[src/rtl/bms_pkg.sv]
// Constants and types for the boot mode select and status blinker.
// Assumes a single 125 MHz clock and an AXI4-Lite register master.
package bms_pkg;
  localparam int unsigned BMS_CLK_HZ = 125_000_000;
  localparam int unsigned BMS_FAST_MS = 100;
  localparam int unsigned BMS_LONG_MS = 1000;
  localparam int unsigned BMS_SHORT_MS = 200;
  localparam int unsigned BMS_GAP_MS = 3000;
  localparam int unsigned BMS_RARP_MS = 1000;
  localparam int unsigned BMS_ADDR_W = 5;
  localparam logic [4:0] BMS_OFF_CTRL = 5'h00;
  localparam logic [4:0] BMS_OFF_STATUS = 5'h04;
  localparam logic [4:0] BMS_OFF_IP = 5'h08;
  localparam logic [4:0] BMS_OFF_IRQ_STAT = 5'h0c;
  localparam logic [4:0] BMS_OFF_IRQ_MASK = 5'h10;
  localparam int BMS_SW_FACTORY = 7;
  localparam int BMS_SW_MODIFY = 6;
  localparam int BMS_SW_STORED = 5;
  localparam int BMS_SW_MANUAL = 4;
  localparam int BMS_CTRL_ST_DONE = 0;
  localparam int BMS_CTRL_ST_PASS = 1;
  localparam int BMS_CTRL_REPORT = 2;
  localparam int BMS_CTRL_CODE_LSB = 8;
  localparam logic [31:0] BMS_CTRL_WMASK = 32'h00007f07;
  localparam logic [31:0] BMS_CTRL_RST = 32'h00000000;
  localparam int BMS_ST_SAMPLED = 8;
  localparam int BMS_ST_ASSIGNED = 9;
  localparam int BMS_ST_LED = 10;
  localparam int BMS_ST_CFG_LSB = 11;
  localparam int BMS_EV_ASSIGN = 0;
  localparam int BMS_EV_RARP = 1;
  localparam int BMS_EV_REFUSED = 2;
  localparam int BMS_EV_W = 3;
  localparam logic [1:0] BMS_RESP_OKAY = 2'h0;
  localparam logic [1:0] BMS_RESP_SLVERR = 2'h2;

  typedef struct packed {
    logic factory;
    logic modify;
    logic stored_ip;
    logic manual_ip;
  } bms_cfg_t;

  typedef enum logic [3:0] {
    IP_START = 4'b0001,
    IP_LOAD = 4'b0010,
    IP_NET = 4'b0100,
    IP_DONE = 4'b1000
  } bms_ip_st_t;

  typedef enum logic [6:0] {
    LS_FAST = 7'b0000001,
    LS_STEADY = 7'b0000010,
    LS_GAP = 7'b0000100,
    LS_LONG_ON = 7'b0001000,
    LS_LONG_OFF = 7'b0010000,
    LS_SHORT_ON = 7'b0100000,
    LS_SHORT_OFF = 7'b1000000
  } bms_led_st_t;
endpackage

[src/rtl/bms_boot_status.sv]
// Boot mode decoding, address acquisition sequencing and status LED coder.
// Assumes an AXI4-Lite master, a firmware agent on the loose strobes and a
// switch bank that is steady when reset is released.
`timescale 1ns/1ps
module bms_boot_status
  import bms_pkg::*;
#(
  parameter int unsigned FAST_CYC = BMS_FAST_MS * (BMS_CLK_HZ / 1000),
  parameter int unsigned LONG_CYC = BMS_LONG_MS * (BMS_CLK_HZ / 1000),
  parameter int unsigned SHORT_CYC = BMS_SHORT_MS * (BMS_CLK_HZ / 1000),
  parameter int unsigned GAP_CYC = BMS_GAP_MS * (BMS_CLK_HZ / 1000),
  parameter int unsigned RARP_CYC = BMS_RARP_MS * (BMS_CLK_HZ / 1000)
) (
  input wire logic aclk,
  input wire logic aresetn,
  input wire logic [BMS_ADDR_W-1:0] s_axi_awaddr,
  input wire logic s_axi_awvalid,
  output logic s_axi_awready,
  input wire logic [31:0] s_axi_wdata,
  input wire logic [3:0] s_axi_wstrb,
  input wire logic s_axi_wvalid,
  output logic s_axi_wready,
  output logic [1:0] s_axi_bresp,
  output logic s_axi_bvalid,
  input wire logic s_axi_bready,
  input wire logic [BMS_ADDR_W-1:0] s_axi_araddr,
  input wire logic s_axi_arvalid,
  output logic s_axi_arready,
  output logic [31:0] s_axi_rdata,
  output logic [1:0] s_axi_rresp,
  output logic s_axi_rvalid,
  input wire logic s_axi_rready,
  input wire logic [7:0] dip_sw,
  output logic factory_test_mode,
  output logic modify_mode,
  input wire logic fw_prog_req,
  output logic fw_prog_grant,
  input wire logic subnet_wr_req,
  output logic subnet_wr_grant,
  output logic nv_rd_stb,
  input wire logic nv_rd_valid,
  input wire logic [31:0] nv_rd_ip,
  output logic nv_wr_stb,
  output logic [31:0] nv_wr_ip,
  input wire logic net_ip_valid,
  input wire logic [31:0] net_ip,
  output logic rarp_req,
  output logic ip_assigned,
  output logic led_on,
  output logic irq
);

  function automatic logic is_mapped(input logic [BMS_ADDR_W-1:0] a);
    return a == BMS_OFF_CTRL || a == BMS_OFF_STATUS || a == BMS_OFF_IP ||
           a == BMS_OFF_IRQ_STAT || a == BMS_OFF_IRQ_MASK;
  endfunction

  function automatic logic [31:0] strb_mask(input logic [3:0] s);
    logic [31:0] m;
    m = '0;
    for (int i = 0; i < 4; i++) begin
      m[i*8 +: 8] = {8{s[i]}};
    end
    return m;
  endfunction

  function automatic logic [3:0] tens_of(input logic [6:0] c);
    logic [6:0] q;
    q = (c > 7'd99) ? 7'd9 : 7'(c / 7'd10);
    return q[3:0];
  endfunction

  function automatic logic [3:0] ones_of(input logic [6:0] c);
    logic [6:0] r;
    r = (c > 7'd99) ? 7'd9 : 7'(c % 7'd10);
    return r[3:0];
  endfunction

  // Switch capture.
  logic [7:0] sw_reg, sw_next;
  logic sampled_reg, sampled_next;
  bms_cfg_t cfg_reg, cfg_next;

  always_comb begin
    sw_next = sw_reg;
    cfg_next = cfg_reg;
    sampled_next = 1'b1;
    if (!sampled_reg) begin
      sw_next = dip_sw;
      cfg_next.factory = dip_sw[BMS_SW_FACTORY];
      cfg_next.modify = dip_sw[BMS_SW_MODIFY];
      cfg_next.stored_ip = dip_sw[BMS_SW_STORED];
      cfg_next.manual_ip = dip_sw[BMS_SW_MANUAL] & ~dip_sw[BMS_SW_STORED];
    end
  end

  always_ff @(posedge aclk) begin
    if (!aresetn) begin
      sw_reg <= 8'h00;
      cfg_reg <= '0;
      sampled_reg <= 1'b0;
    end else begin
      sw_reg <= sw_next;
      cfg_reg <= cfg_next;
      sampled_reg <= sampled_next;
    end
  end

  // Reserved switches are only reported, never decoded.
  assign factory_test_mode = cfg_reg.factory;
  assign modify_mode = cfg_reg.modify;
  assign fw_prog_grant = fw_prog_req & cfg_reg.modify;
  assign subnet_wr_grant = subnet_wr_req & cfg_reg.modify;

  // Address acquisition.
  bms_ip_st_t ip_st_reg, ip_st_next;
  logic [31:0] ip_reg, ip_next, nv_wr_ip_reg, nv_wr_ip_next, rt_reg, rt_next;
  logic rarp_reg, rarp_next, nv_rd_reg, nv_rd_next, nv_wr_reg, nv_wr_next;
  logic assigned_reg, assigned_next, ev_assign;

  always_comb begin
    ip_st_next = ip_st_reg;
    ip_next = ip_reg;
    nv_wr_ip_next = nv_wr_ip_reg;
    rt_next = rt_reg;
    rarp_next = 1'b0;
    nv_rd_next = 1'b0;
    nv_wr_next = 1'b0;
    assigned_next = assigned_reg;
    ev_assign = 1'b0;
    case (ip_st_reg)
      IP_START: begin
        if (sampled_reg) begin
          rt_next = '0;
          if (cfg_reg.stored_ip) begin
            ip_st_next = IP_LOAD;
            nv_rd_next = 1'b1;
          end else begin
            ip_st_next = IP_NET;
            rarp_next = !cfg_reg.manual_ip;
          end
        end
      end
      IP_LOAD: begin
        if (nv_rd_valid) begin
          ip_next = nv_rd_ip;
          ip_st_next = IP_DONE;
          assigned_next = 1'b1;
          ev_assign = 1'b1;
        end
      end
      IP_NET: begin
        rt_next = rt_reg + 32'd1;
        if (net_ip_valid) begin
          ip_next = net_ip;
          nv_wr_next = 1'b1;
          nv_wr_ip_next = net_ip;
          ip_st_next = IP_DONE;
          assigned_next = 1'b1;
          ev_assign = 1'b1;
        end else if (rt_reg == 32'(RARP_CYC - 1)) begin
          rt_next = '0;
          rarp_next = !cfg_reg.manual_ip;
        end
      end
      IP_DONE: begin
        // outside stored mode every later address is stored too
        if (!cfg_reg.stored_ip && net_ip_valid) begin
          ip_next = net_ip;
          nv_wr_next = 1'b1;
          nv_wr_ip_next = net_ip;
        end
      end
      default: ip_st_next = IP_START;
    endcase
  end

  always_ff @(posedge aclk) begin
    if (!aresetn) begin
      ip_st_reg <= IP_START;
      ip_reg <= 32'h00000000;
      nv_wr_ip_reg <= 32'h00000000;
      rt_reg <= 32'h00000000;
      rarp_reg <= 1'b0;
      nv_rd_reg <= 1'b0;
      nv_wr_reg <= 1'b0;
      assigned_reg <= 1'b0;
    end else begin
      ip_st_reg <= ip_st_next;
      ip_reg <= ip_next;
      nv_wr_ip_reg <= nv_wr_ip_next;
      rt_reg <= rt_next;
      rarp_reg <= rarp_next;
      nv_rd_reg <= nv_rd_next;
      nv_wr_reg <= nv_wr_next;
      assigned_reg <= assigned_next;
    end
  end

  assign rarp_req = rarp_reg;
  assign nv_rd_stb = nv_rd_reg;
  assign nv_wr_stb = nv_wr_reg;
  assign nv_wr_ip = nv_wr_ip_reg;
  assign ip_assigned = assigned_reg;

  // Register bus state.
  logic [31:0] ctrl_reg, ctrl_next, mask_reg, mask_next;
  logic [BMS_EV_W-1:0] irq_stat_reg, irq_stat_next, ev;
  logic aw_full_reg, aw_full_next, w_full_reg, w_full_next;
  logic [BMS_ADDR_W-1:0] aw_addr_reg, aw_addr_next;
  logic [31:0] w_data_reg, w_data_next, rdata_reg, rdata_next;
  logic [3:0] w_strb_reg, w_strb_next;
  logic bvalid_reg, bvalid_next, rvalid_reg, rvalid_next;
  logic [1:0] bresp_reg, bresp_next, rresp_reg, rresp_next;
  logic [31:0] wmask, status_word, rd_word;
  logic wr_fire;

  // LED coder state, declared here for the status word.
  bms_led_st_t led_st_reg, led_st_next;
  logic led_reg, led_next;

  assign s_axi_awready = !aw_full_reg;
  assign s_axi_wready = !w_full_reg;
  assign s_axi_arready = !rvalid_reg;
  assign wr_fire = aw_full_reg && w_full_reg && !bvalid_reg;
  assign wmask = strb_mask(w_strb_reg);
  assign ev[BMS_EV_ASSIGN] = ev_assign;
  assign ev[BMS_EV_RARP] = rarp_next;
  assign ev[BMS_EV_REFUSED] = (fw_prog_req | subnet_wr_req) & ~cfg_reg.modify;

  always_comb begin
    status_word = '0;
    status_word[7:0] = sw_reg;
    status_word[BMS_ST_SAMPLED] = sampled_reg;
    status_word[BMS_ST_ASSIGNED] = assigned_reg;
    status_word[BMS_ST_LED] = led_reg;
    status_word[BMS_ST_CFG_LSB +: 4] = cfg_reg;
    case (s_axi_araddr)
      BMS_OFF_CTRL: rd_word = ctrl_reg;
      BMS_OFF_STATUS: rd_word = status_word;
      BMS_OFF_IP: rd_word = ip_reg;
      BMS_OFF_IRQ_STAT: rd_word = {29'h0, irq_stat_reg};
      BMS_OFF_IRQ_MASK: rd_word = mask_reg;
      default: rd_word = 32'h00000000;
    endcase
  end

  always_comb begin
    aw_full_next = aw_full_reg;
    aw_addr_next = aw_addr_reg;
    w_full_next = w_full_reg;
    w_data_next = w_data_reg;
    w_strb_next = w_strb_reg;
    bvalid_next = bvalid_reg;
    bresp_next = bresp_reg;
    rvalid_next = rvalid_reg;
    rresp_next = rresp_reg;
    rdata_next = rdata_reg;
    ctrl_next = ctrl_reg;
    mask_next = mask_reg;
    irq_stat_next = irq_stat_reg;
    if (s_axi_awvalid && !aw_full_reg) begin
      aw_full_next = 1'b1;
      aw_addr_next = s_axi_awaddr;
    end
    if (s_axi_wvalid && !w_full_reg) begin
      w_full_next = 1'b1;
      w_data_next = s_axi_wdata;
      w_strb_next = s_axi_wstrb;
    end
    if (s_axi_bvalid && s_axi_bready) begin
      bvalid_next = 1'b0;
    end
    if (wr_fire) begin
      aw_full_next = 1'b0;
      w_full_next = 1'b0;
      bvalid_next = 1'b1;
      bresp_next = is_mapped(aw_addr_reg) ? BMS_RESP_OKAY : BMS_RESP_SLVERR;
      if (aw_addr_reg == BMS_OFF_CTRL) begin
        ctrl_next = ((ctrl_reg & ~wmask) | (w_data_reg & wmask)) &
                    BMS_CTRL_WMASK;
      end
      if (aw_addr_reg == BMS_OFF_IRQ_MASK) begin
        mask_next = ((mask_reg & ~wmask) | (w_data_reg & wmask)) &
                    32'h00000007;
      end
      if (aw_addr_reg == BMS_OFF_IRQ_STAT) begin
        // Only a one in an enabled byte lane clears its flag.
        irq_stat_next = irq_stat_reg & ~(w_data_reg[BMS_EV_W-1:0] &
                        wmask[BMS_EV_W-1:0]);
      end
    end
    // New events win over a clear in the same cycle.
    irq_stat_next = irq_stat_next | ev;
    if (s_axi_rvalid && s_axi_rready) begin
      rvalid_next = 1'b0;
    end
    if (s_axi_arvalid && !rvalid_reg) begin
      rvalid_next = 1'b1;
      rdata_next = rd_word;
      rresp_next = is_mapped(s_axi_araddr) ? BMS_RESP_OKAY : BMS_RESP_SLVERR;
    end
  end

  always_ff @(posedge aclk) begin
    if (!aresetn) begin
      aw_full_reg <= 1'b0;
      aw_addr_reg <= '0;
      w_full_reg <= 1'b0;
      w_data_reg <= 32'h00000000;
      w_strb_reg <= 4'h0;
      bvalid_reg <= 1'b0;
      bresp_reg <= BMS_RESP_OKAY;
      rvalid_reg <= 1'b0;
      rresp_reg <= BMS_RESP_OKAY;
      rdata_reg <= 32'h00000000;
      ctrl_reg <= BMS_CTRL_RST;
      mask_reg <= 32'h00000000;
      irq_stat_reg <= '0;
    end else begin
      aw_full_reg <= aw_full_next;
      aw_addr_reg <= aw_addr_next;
      w_full_reg <= w_full_next;
      w_data_reg <= w_data_next;
      w_strb_reg <= w_strb_next;
      bvalid_reg <= bvalid_next;
      bresp_reg <= bresp_next;
      rvalid_reg <= rvalid_next;
      rresp_reg <= rresp_next;
      rdata_reg <= rdata_next;
      ctrl_reg <= ctrl_next;
      mask_reg <= mask_next;
      irq_stat_reg <= irq_stat_next;
    end
  end

  assign s_axi_bvalid = bvalid_reg;
  assign s_axi_bresp = bresp_reg;
  assign s_axi_rvalid = rvalid_reg;
  assign s_axi_rresp = rresp_reg;
  assign s_axi_rdata = rdata_reg;
  assign irq = |(irq_stat_reg & mask_reg[BMS_EV_W-1:0]);

  // LED coder.
  logic [31:0] tmr_reg, tmr_next;
  logic [3:0] cnt_reg, cnt_next, tens_reg, tens_next, ones_reg, ones_next;
  logic report, ready;
  logic [6:0] code;

  assign report = ctrl_reg[BMS_CTRL_REPORT];
  assign ready = ctrl_reg[BMS_CTRL_ST_DONE] && ctrl_reg[BMS_CTRL_ST_PASS] &&
                 assigned_reg;
  assign code = ctrl_reg[BMS_CTRL_CODE_LSB +: 7];

  always_comb begin
    led_st_next = led_st_reg;
    tmr_next = tmr_reg + 32'd1;
    cnt_next = cnt_reg;
    tens_next = tens_reg;
    ones_next = ones_reg;
    led_next = led_reg;
    if (!report && led_st_reg != LS_FAST && led_st_reg != LS_STEADY) begin
      led_st_next = LS_FAST;
      tmr_next = '0;
      led_next = 1'b1;
    end else begin
      case (led_st_reg)
        LS_FAST, LS_STEADY: begin
          if (report) begin
            led_st_next = LS_GAP;
            tmr_next = '0;
            led_next = 1'b0;
            tens_next = tens_of(code);
            ones_next = ones_of(code);
          end else if (ready) begin
            led_st_next = LS_STEADY;
            tmr_next = '0;
            led_next = 1'b1;
          end else if (led_st_reg != LS_FAST) begin
            led_st_next = LS_FAST;
            tmr_next = '0;
            led_next = 1'b1;
          end else if (tmr_reg == 32'(FAST_CYC - 1)) begin
            tmr_next = '0;
            led_next = !led_reg;
          end
        end
        LS_GAP: begin
          if (tmr_reg == 32'(GAP_CYC - 1)) begin
            led_st_next = LS_LONG_ON;
            tmr_next = '0;
            cnt_next = '0;
            led_next = 1'b1;
          end
        end
        LS_LONG_ON: begin
          if (tmr_reg == 32'(LONG_CYC - 1)) begin
            led_st_next = LS_LONG_OFF;
            tmr_next = '0;
            led_next = 1'b0;
          end
        end
        LS_LONG_OFF: begin
          if (tmr_reg == 32'(LONG_CYC - 1)) begin
            tmr_next = '0;
            led_next = 1'b1;
            if (cnt_reg == tens_reg) begin
              led_st_next = LS_SHORT_ON;
              cnt_next = '0;
            end else begin
              led_st_next = LS_LONG_ON;
              cnt_next = cnt_reg + 4'd1;
            end
          end
        end
        LS_SHORT_ON: begin
          if (tmr_reg == 32'(SHORT_CYC - 1)) begin
            led_st_next = LS_SHORT_OFF;
            tmr_next = '0;
            led_next = 1'b0;
          end
        end
        LS_SHORT_OFF: begin
          if (tmr_reg == 32'(SHORT_CYC - 1)) begin
            tmr_next = '0;
            if (cnt_reg == ones_reg) begin
              led_st_next = LS_GAP;
              led_next = 1'b0;
              tens_next = tens_of(code);
              ones_next = ones_of(code);
            end else begin
              led_st_next = LS_SHORT_ON;
              cnt_next = cnt_reg + 4'd1;
              led_next = 1'b1;
            end
          end
        end
        default: begin
          led_st_next = LS_FAST;
          tmr_next = '0;
        end
      endcase
    end
  end

  always_ff @(posedge aclk) begin
    if (!aresetn) begin
      led_st_reg <= LS_FAST;
      tmr_reg <= 32'h00000000;
      cnt_reg <= 4'h0;
      tens_reg <= 4'h0;
      ones_reg <= 4'h0;
      led_reg <= 1'b1;
    end else begin
      led_st_reg <= led_st_next;
      tmr_reg <= tmr_next;
      cnt_reg <= cnt_next;
      tens_reg <= tens_next;
      ones_reg <= ones_next;
      led_reg <= led_next;
    end
  end

  assign led_on = led_reg;

  AST_SW_HOLD: assert property (@(posedge aclk) disable iff (!aresetn)
    sampled_reg |=> $stable(sw_reg) && $stable(cfg_reg))
    else $error("switch sample changed after capture");
  AST_DEFAULT: assert property (@(posedge aclk) disable iff (!aresetn)
    $rose(aresetn) |-> cfg_reg == '0 && !rarp_reg && led_reg)
    else $error("reset defaults wrong");
  AST_FACTORY: assert property (@(posedge aclk) disable iff (!aresetn)
    sampled_reg |-> factory_test_mode == sw_reg[BMS_SW_FACTORY])
    else $error("factory mode does not follow switch 8");
  AST_REFUSE: assert property (@(posedge aclk) disable iff (!aresetn)
    fw_prog_req && !modify_mode |-> !fw_prog_grant ##1
    irq_stat_reg[BMS_EV_REFUSED])
    else $error("firmware request not refused");
  AST_NV_WRITE: assert property (@(posedge aclk) disable iff (!aresetn)
    ip_st_reg == IP_NET && net_ip_valid |=>
    nv_wr_stb && nv_wr_ip == $past(net_ip) && ip_assigned)
    else $error("network address not stored");
  AST_NO_NET_WAIT: assert property (@(posedge aclk) disable iff (!aresetn)
    cfg_reg.stored_ip |-> ip_st_reg != IP_NET && !nv_wr_stb)
    else $error("stored mode waits for network");
  AST_RARP_FIRST: assert property (@(posedge aclk) disable iff (!aresetn)
    ip_st_reg == IP_START && sampled_reg && !cfg_reg.stored_ip &&
    !cfg_reg.manual_ip |=> rarp_req ##1 !rarp_req)
    else $error("first RARP request missing");
  AST_NO_RARP: assert property (@(posedge aclk) disable iff (!aresetn)
    cfg_reg.manual_ip || cfg_reg.stored_ip |-> !rarp_req)
    else $error("RARP sent while disabled");
  AST_STEADY: assert property (@(posedge aclk) disable iff (!aresetn)
    (!report && ready) ##1 (!report && ready) |-> led_on ##1 led_on)
    else $error("ready LED not steady");
  AST_GAP_DARK: assert property (@(posedge aclk) disable iff (!aresetn)
    led_st_reg == LS_GAP |-> !led_on)
    else $error("LED lit in gap");
  AST_TENS: assert property (@(posedge aclk) disable iff (!aresetn)
    led_st_reg == LS_LONG_ON |-> led_on && cnt_reg <= tens_reg)
    else $error("long flash count or level wrong");
  AST_SHORT_OFF: assert property (@(posedge aclk) disable iff (!aresetn)
    led_st_reg == LS_SHORT_OFF |-> !led_on && cnt_reg <= ones_reg)
    else $error("short flash dark time wrong");

endmodule // bms_boot_status

[config.mk]
export PLATFORM = sky130hd
export DESIGN_NAME = bms_boot_status
export DESIGN_NICKNAME = d
export VERILOG_FILES = /design/src/rtl/bms_pkg.sv /design/src/rtl/bms_boot_status.sv
export SDC_FILE = /design/constraint.sdc
export NUM_CORES = 1
export LEC_CHECK = 0
export BUFFER_PORTS_ARGS = -buffer_cell sky130_fd_sc_hd__buf_2
export CORE_MARGIN = 10
export CORE_UTILIZATION = 45
export CTS_CLUSTER_DIAMETER = 100
export DETAILED_ROUTE_END_ITERATION = 16
export PLACE_DENSITY_LB_ADDON = 0.05
export SYNTH_ARGS = -nofsm -noshare
export SYNTH_HDL_FRONTEND = slang
export SYNTH_SLANG_ARGS = --single-unit
[constraint.sdc]
create_clock -name aclk -period 2.77 [get_ports aclk]
set_clock_uncertainty 0.05 [all_clocks]
set_input_delay 0 -clock aclk [delete_from_list [all_inputs] [get_ports aclk]]
set_output_delay 0 -clock aclk [all_outputs]
set_load 0.02 [all_outputs]
# == Word level (Yosys, flattened, before mapping) ==
# Cells that the tools add are included.
# word_totals
regBits,247
out_inout_bits,83
wordCells,243
# op_classes
add_sub_neg,3
div_mod_pow,2
n_lt_le_gt_ge,1
eq_ne,42
mux,84
n_bitwise,21
n_reduce_logical,57
# op_table
cell,n
$mux 32,13
$pmux 32 s5,1
$pmux 32 s2,2
$pmux 32 s4,1
$pmux 32 s3,1
$add 32x1->32 const B,2
$eq 32x27->1 const B,2
$mux 4,16
$mux 7,8
$pmux 7 s6,1
$eq 32x24->1 const B,1
$eq 32x25->1 const B,1
$eq 32x29->1 const B,1
$and 15x15->15,2
$mux 1,25
$ne 2x2->1 const B,12
$eq 5x4->1 const B,4
$pmux 4 s2,2
$pmux 4 s4,1
$not 15->15,1
$or 15x15->15,1
$and 3x3->3,4
$logic_and 1x1->1,12
$mux 6,2
46 further kinds,94

# == Longest topological paths before layout ==
# Gate-level depths: netlist of the first run.
# depth
word_depth,6
depth_mapped,13

# == Worst setup path after synthesis of the first run ==
# OpenSTA, ideal clock, no wires.
# synth_timing
path_kind,flip-flop to flip-flop
startpoint,reg (tool-made name)
endpoint,reg ones_reg[2]
setup_time_ns,0.117
t_arrival_ns,2.472
t_required_ns,2.603
slack_ns,0.131
stages_incl_launch_ff,13
n_path_buf,2
synth_period_minus_slack_ns,2.639
path_cell_list,dfxtp_1 > nor2b_1 > clkbuf_1 > xnor2_1 > o211a_1 > ha_1 > clkbuf_1 > nand2_1 > nor2_1 > a21oi_1 > nor4_2 > mux2i_1 > a32o_1
# synth_rtl
item,line_no,source
to (signal assigned),bms_boot_status.sv:459,ones_reg <= ones_next;
to (decl),bms_boot_status.sv:346,"logic [3:0] cnt_reg, cnt_next, tens_reg, tens_next, ones_reg, ones_next;"

==> results.cfg, run 1 <==
[status]
status = finished, final reports clean

[clock_network]
cts_tree = yes
htree_levels = 1
cts-buffers-inserted = 26
clkLatencyLatePin_ns = 0.53
cts_root_buffer = clkbuf_16
cts_buffer_depth = 3
clkTransAtPathRegs_ns = 0.06
cts_sinks = 237

[power_and_ir_drop]
p_total_w = 0.00783
peakVddDrop_mv = 0.429
powerDensity_mw_per_mm2 = 549
power.leakage_nw = 5.96

[finish]
drive_above_1_share_pct = 18.7
areaGrowthSynthToFinish_pct = 31.5
layout_common_cells = dfxtp_1 (237), nor2_1 (212), buf_2 (185)
nNetsFinal = 1743
layout.cells.most_common = dfxtp_1
fill_cells = 2151

[flow_run]
cap_viol_max_count = 0

[worst_setup_path]
critPathMaxFanout = 6
reg2reg_setup_slack_ns = 0.19
cp-endpoint = ones_reg[1]
start_kind = flop
crit_path_end_kind = flop
cp.arrival_ns = 2.95
ff2ff_path_depth = 9
criticalPathCategory = flop to flop
crit_required_ns = 3.14
reg2reg_to = ones_reg[1]

[worst_hold_path]
holdPathStages = 7
hp-class = primary input to flop

[global_route]
antenna_found_initial = 4
grt_pass1_wl_microns = 52700
grt_pass1_vias = 10100
grt_use_total_pct = 20.5
grt_max_degree = 46
overflow = 0

[sta]
fin_tns_setup_ns = 0
finalCriticalPeriod_ns = 2.58
timing.fmax_mhz = 387
drv_slew = 0
slew_headroom_pct = 18.2
layout_worst_path_cycle_share_pct = 93.3
rsz0062_at_grt = false
hold_viol_final = 0
worstMarginPinSlew_ns = 1.22
setup_viol = 0

[synth]
syn-cell-area_sq_mm = 0.0109
synth.yosys.seq_area_share_pct = 43.7
syn_avg_cell_area_sq_um = 8.19
syn_inst = 1326
synth_ff_type = dfxtp_1
synthArstFlopShare_pct = 0
synth-edff-count = 0
ys_ff_latch = 237
ys_types = 71
yosysWarnings = 0

[drt]
wirelength_microns = 32600
drc = 0
dr.pass1.iters = 5
routed_via_density = 5.30
post_drt_wl_per_cell_microns = 16.7
drt_iter0_markers = 647
via_count = 10300
antenna_left = 0

[floorplan]
ios = 212
rows = 56
core-area_sq_mm = 0.0236
fp.dieW_microns = 175
die-area_sq_mm = 0.0307
floorplan.initialDensity_pct = 46.0
fp.dieH_microns = 175

[placed_design]
place_congestion = 0.864
numPortBuffers = 185
dp_hpwl_microns = 22700
how the worst min path moves through the flow:
| stage | startpoint | endpoint | slack (ns) |
|---|---|---|---|
| 2_1_floorplan | aresetn | sampled_reg | -0.02 |
| 3_3_place_gp | s_axi_rready | s_axi_rvalid | 0.13 |
| 3_5_place_dp | s_axi_rready | s_axi_rvalid | 0.15 |
| 4_1_cts | nv_rd_valid | ip_assigned | 0.006 |
| 5_1_grt | s_axi_arvalid | s_axi_rdata[16] | 0.04 |
| 6_report | s_axi_araddr[2] | s_axi_rdata[2] | 0.02 |
layout make-up:
cell class | instances | area (sq um) | area share [%]
Multi-Input combinational cell | 984 | 5720 | 40.0
Clock buffer | 34 | 752 | 5.27
Inverter | 20 | 77.6 | 0.543
Clock inverter | 11 | 169 | 1.18
Tap cell | 319 | 399 | 2.80
Antenna cell | 4 | 10.0 | 0.0701
Sequential cell | 237 | 4740 | 33.2
Timing Repair Buffer | 341 | 2410 | 16.9
cells in the mapped netlist, types with 8 or more instances:
cell type  instances  share of area, %
clkbuf_1          66               2.3
mux2i_1           65               6.0
buf_1             10              0.35
a211oi_1          38               2.6
a21oi_1          115               5.3
a22oi_1            8              0.55
nand2_1          176               6.1
xor2_1            35               2.8
nor3_1            24               1.1
a222oi_1           8              0.74
or3_1             10              0.58
nor2b_1           16              0.92
o21ai_0           28               1.3
inv_1             20              0.69
and3_1            13              0.75
nor4_1            11              0.63
nand3_1           48               2.2
nand2b_1          15              0.86
dfxtp_1          237                44
nand4_1           15              0.86
xnor2_1           21               1.7
buf_2              8              0.37
nor2_1           213               7.4
and4_1             9              0.73
timing repair:
item	in CTS	in global routing
hold endpoints to repair	115	0
resized for setup	0	2
hold buffers	109	0
setup endpoints to repair	0	1
buffers inserted	0	0
where the power goes:
group | switching (W) | total, W | internal (W)
Sequential | 0.0000460 | 0.00351 | 0.00347
Clock | 0.00142 | 0.00370 | 0.00228
Combinational | 0.000333 | 0.000621 | 0.000288
Total | 0.00180 | 0.00783 | 0.00603
logic make-up (layout without fill, tap and decap cells):
group | Yosys count | count (layout) | synth area share (%)
AO/OA/AOI/OAI | 251 | 251 | 14.6
XOR/XNOR | 56 | 56 | 4.52
adder cells (fa/ha/maj) | 4 | 4 | 0.461
buffers and inverters | 106 | 406 | 3.83
flip-flops | 237 | 237 | 43.7
multiplexers | 68 | 68 | 6.30
other | 1 | 6 | 0.0345
AND/OR/NAND/NOR | 603 | 603 | 26.6
layer usage:
metal	wire (microns)	track usage, %
met1	14100	25.2
met2	15300	34.1
met3	2280	5.73
met4	890	6.18
met5	0	0
worst max-delay path: stages, from the launching register on:
cell      delay [ns]
dfxtp_1         0.41
or3b_1          0.43
a31o_2          0.29
o211a_1         0.13
ha_1            0.26
nor2b_1         0.16
a211oi_1        0.27
nor4_2          0.12
xnor2_1         0.13
a32o_1          0.22
per-stage QoR:
| step | utilization [%] | area (sq um) | hold slack (ns) | std cells | setup slack (ns) |
|---|---|---|---|---|---|
| after global placement | 51.9 | 12200 | 0.134 | 1792 | 0.171 |
| after detailed placement | 51.9 | 12200 | 0.146 | 1792 | 0.135 |
| after global routing | 60.4 | 14300 | 0.0379 | 1949 | 0.00874 |
| final | 60.5 | 14300 | 0.0245 | 1950 | 0.186 |
| after CTS | 60.4 | 14300 | 0.00588 | 1946 | 0.111 |
| after floorplan | - | 10900 | -0.0223 | 1327 | 0.131 |
Note: power is estimated with default switching activity, not from simulation.
==> inputs of run 2 (changes only) <==
- PLACE_DENSITY: unset -> 0.77
- PLACE_DENSITY_LB_ADDON: 0.05 -> unset
==> results.cfg, run 2 (synthesis results as in run 1) <==
[global_route]
grt_use_total_pct = 21.5
grt_pass1_vias = 10600
grt_pass1_wl_microns = 55600
grt_max_degree = 73
overflow = 0
antenna_found_initial = 2

[finish]
drive_above_1_share_pct = 17.8
areaGrowthSynthToFinish_pct = 29.3
layout.cells.most_common = dfxtp_1
nNetsFinal = 1728
layout_common_cells = dfxtp_1 (237), nor2_1 (212), buf_2 (185)

[clock_network]
cts_tree = yes
htree_levels = 1
cts_sinks = 237
clkTransAtPathRegs_ns = 0.06
cts_buffer_depth = 3
clkLatencyLatePin_ns = 0.54
cts-buffers-inserted = 26
cts_root_buffer = clkbuf_16

[worst_setup_path]
reg2reg_setup_slack_ns = 0.16
worst_path_dominant_cell_family = compound AO/OA/AOI/OAI gates
path_cells = or4bb_1 > a31o_2 > o211a_1 > ha_1 > nor2b_1 > a211oi_2 > nor4_4 > xnor2_1 > a32o_1
critPathMaxFanout = 6
ff2ff_path_depth = 9
crit_required_ns = 3.14
crit_cells = 9
crit_path_end_kind = flop
path_buf_inv = 0
cp.arrival_ns = 2.98
slowest_stage = or4bb_1
reg2reg_to = ones_reg[1]
start_kind = flop
slowest_delay_ns = 0.50
criticalPathCategory = flop to flop

[power_and_ir_drop]
p_total_w = 0.00742
powerDensity_mw_per_mm2 = 528
peakVddDrop_mv = 0.505
power.leakage_nw = 5.81

[placed_design]
place_congestion = 0.882
numPortBuffers = 185
dp_hpwl_microns = 22800

[worst_hold_path]
hp-class = primary input to flop
holdPathStages = 5
worstHoldStart = nv_rd_valid
hold_path_end = ip_st_reg[3]

[sta]
drv_slew = 0
finalCriticalPeriod_ns = 2.61
layout_worst_path_cycle_share_pct = 94.3
worstMarginPinSlew_ns = 1.18
slew_headroom_pct = 20.8
fin_tns_setup_ns = 0
timing.fmax_mhz = 383
setup_viol = 0
hold_viol_final = 0
rsz0062_at_grt = false

[floorplan]
floorplan.initialDensity_pct = 46.0
rows = 56
fp.dieH_microns = 175
die-area_sq_mm = 0.0307
ios = 212
core-area_sq_mm = 0.0236
fp.dieW_microns = 175

[drt]
wirelength_microns = 34800
routed_via_density = 5.58
post_drt_wl_per_cell_microns = 18.0
drc = 0
via_count = 10800
antenna_left = 0
dr.pass1.iters = 6
drt_iter0_markers = 1010

[flow_run]
cap_viol_max_count = 0

[status]
status = finished, final reports clean
==> run 2: worst max-delay path by stage <==
stage | from | endpoint | slack [ns]
3_3_place_gp | tmr_reg[0] | ones_reg[3] | 0.20
2_1_floorplan | flop | ones_reg[2] | 0.13
5_1_grt | tmr_reg[0] | cnt_reg[3] | 0.01
6_report | flop | ones_reg[1] | 0.16
4_1_cts | flop | ones_reg[2] | 0.13
3_5_place_dp | flop | ones_reg[2] | 0.15
==> run 2: what timing repair did <==
item | in CTS | in global routing
endpoints found under the hold margin | 122 | 0
resized for setup | 0 | 4
buffers inserted | 0 | 0
hold buffers | 105 | 0
endpoints found under the setup margin | 0 | 5
==> run 2: metrics by stage <==
stage                     util [%]  instance area, sq um  cells  hold WS [ns]  setup slack (ns)
final                         59.5                 14000   1933        0.0477             0.158
after global routing          59.4                 14000   1932        0.0817            0.0148
after CTS                     59.4                 14000   1930        0.0120             0.126
after detailed placement      51.5                 12200   1781         0.140             0.153
after global placement        51.5                 12200   1781         0.134             0.202
after floorplan                  -                 10900   1327       -0.0223             0.131
==> run 2: layer usage <==
metal,vias to the layer above,track usage [%],share of wire [%]
li1,5169,-,-
met1,5082,25.6,41
met2,453,36.6,48
met3,83,5.90,8.6
met4,0,6.99,3.1
met5,-,0,0
==> run 2: final cells by class <==
type	count	area, sq um
antenna	3	7.51
timing repair buffer	326	2280
tap	319	399
clock inverter	5	50.0
fill	1981	9570
sequential	237	4740
clock buffer	39	749
inverter	20	77.6
multi-input combinational	984	5730
==> run 2: power by group <==
part | leakage (nW) | switching, W | internal [W]
logic | 3.50 | 0.000347 | 0.000281
registers | 1.92 | 0.0000481 | 0.00347
clock network | 0.393 | 0.00141 | 0.00186
total | 5.81 | 0.00180 | 0.00561
==> run 2: worst reg2reg max path: stages (launching register included) <==
cell,delay [ns]
dfxtp_1,0.43
or4bb_1,0.50
a31o_2,0.23
o211a_1,0.15
ha_1,0.23
nor2b_1,0.15
a211oi_2,0.30
nor4_4,0.10
xnor2_1,0.14
a32o_1,0.23
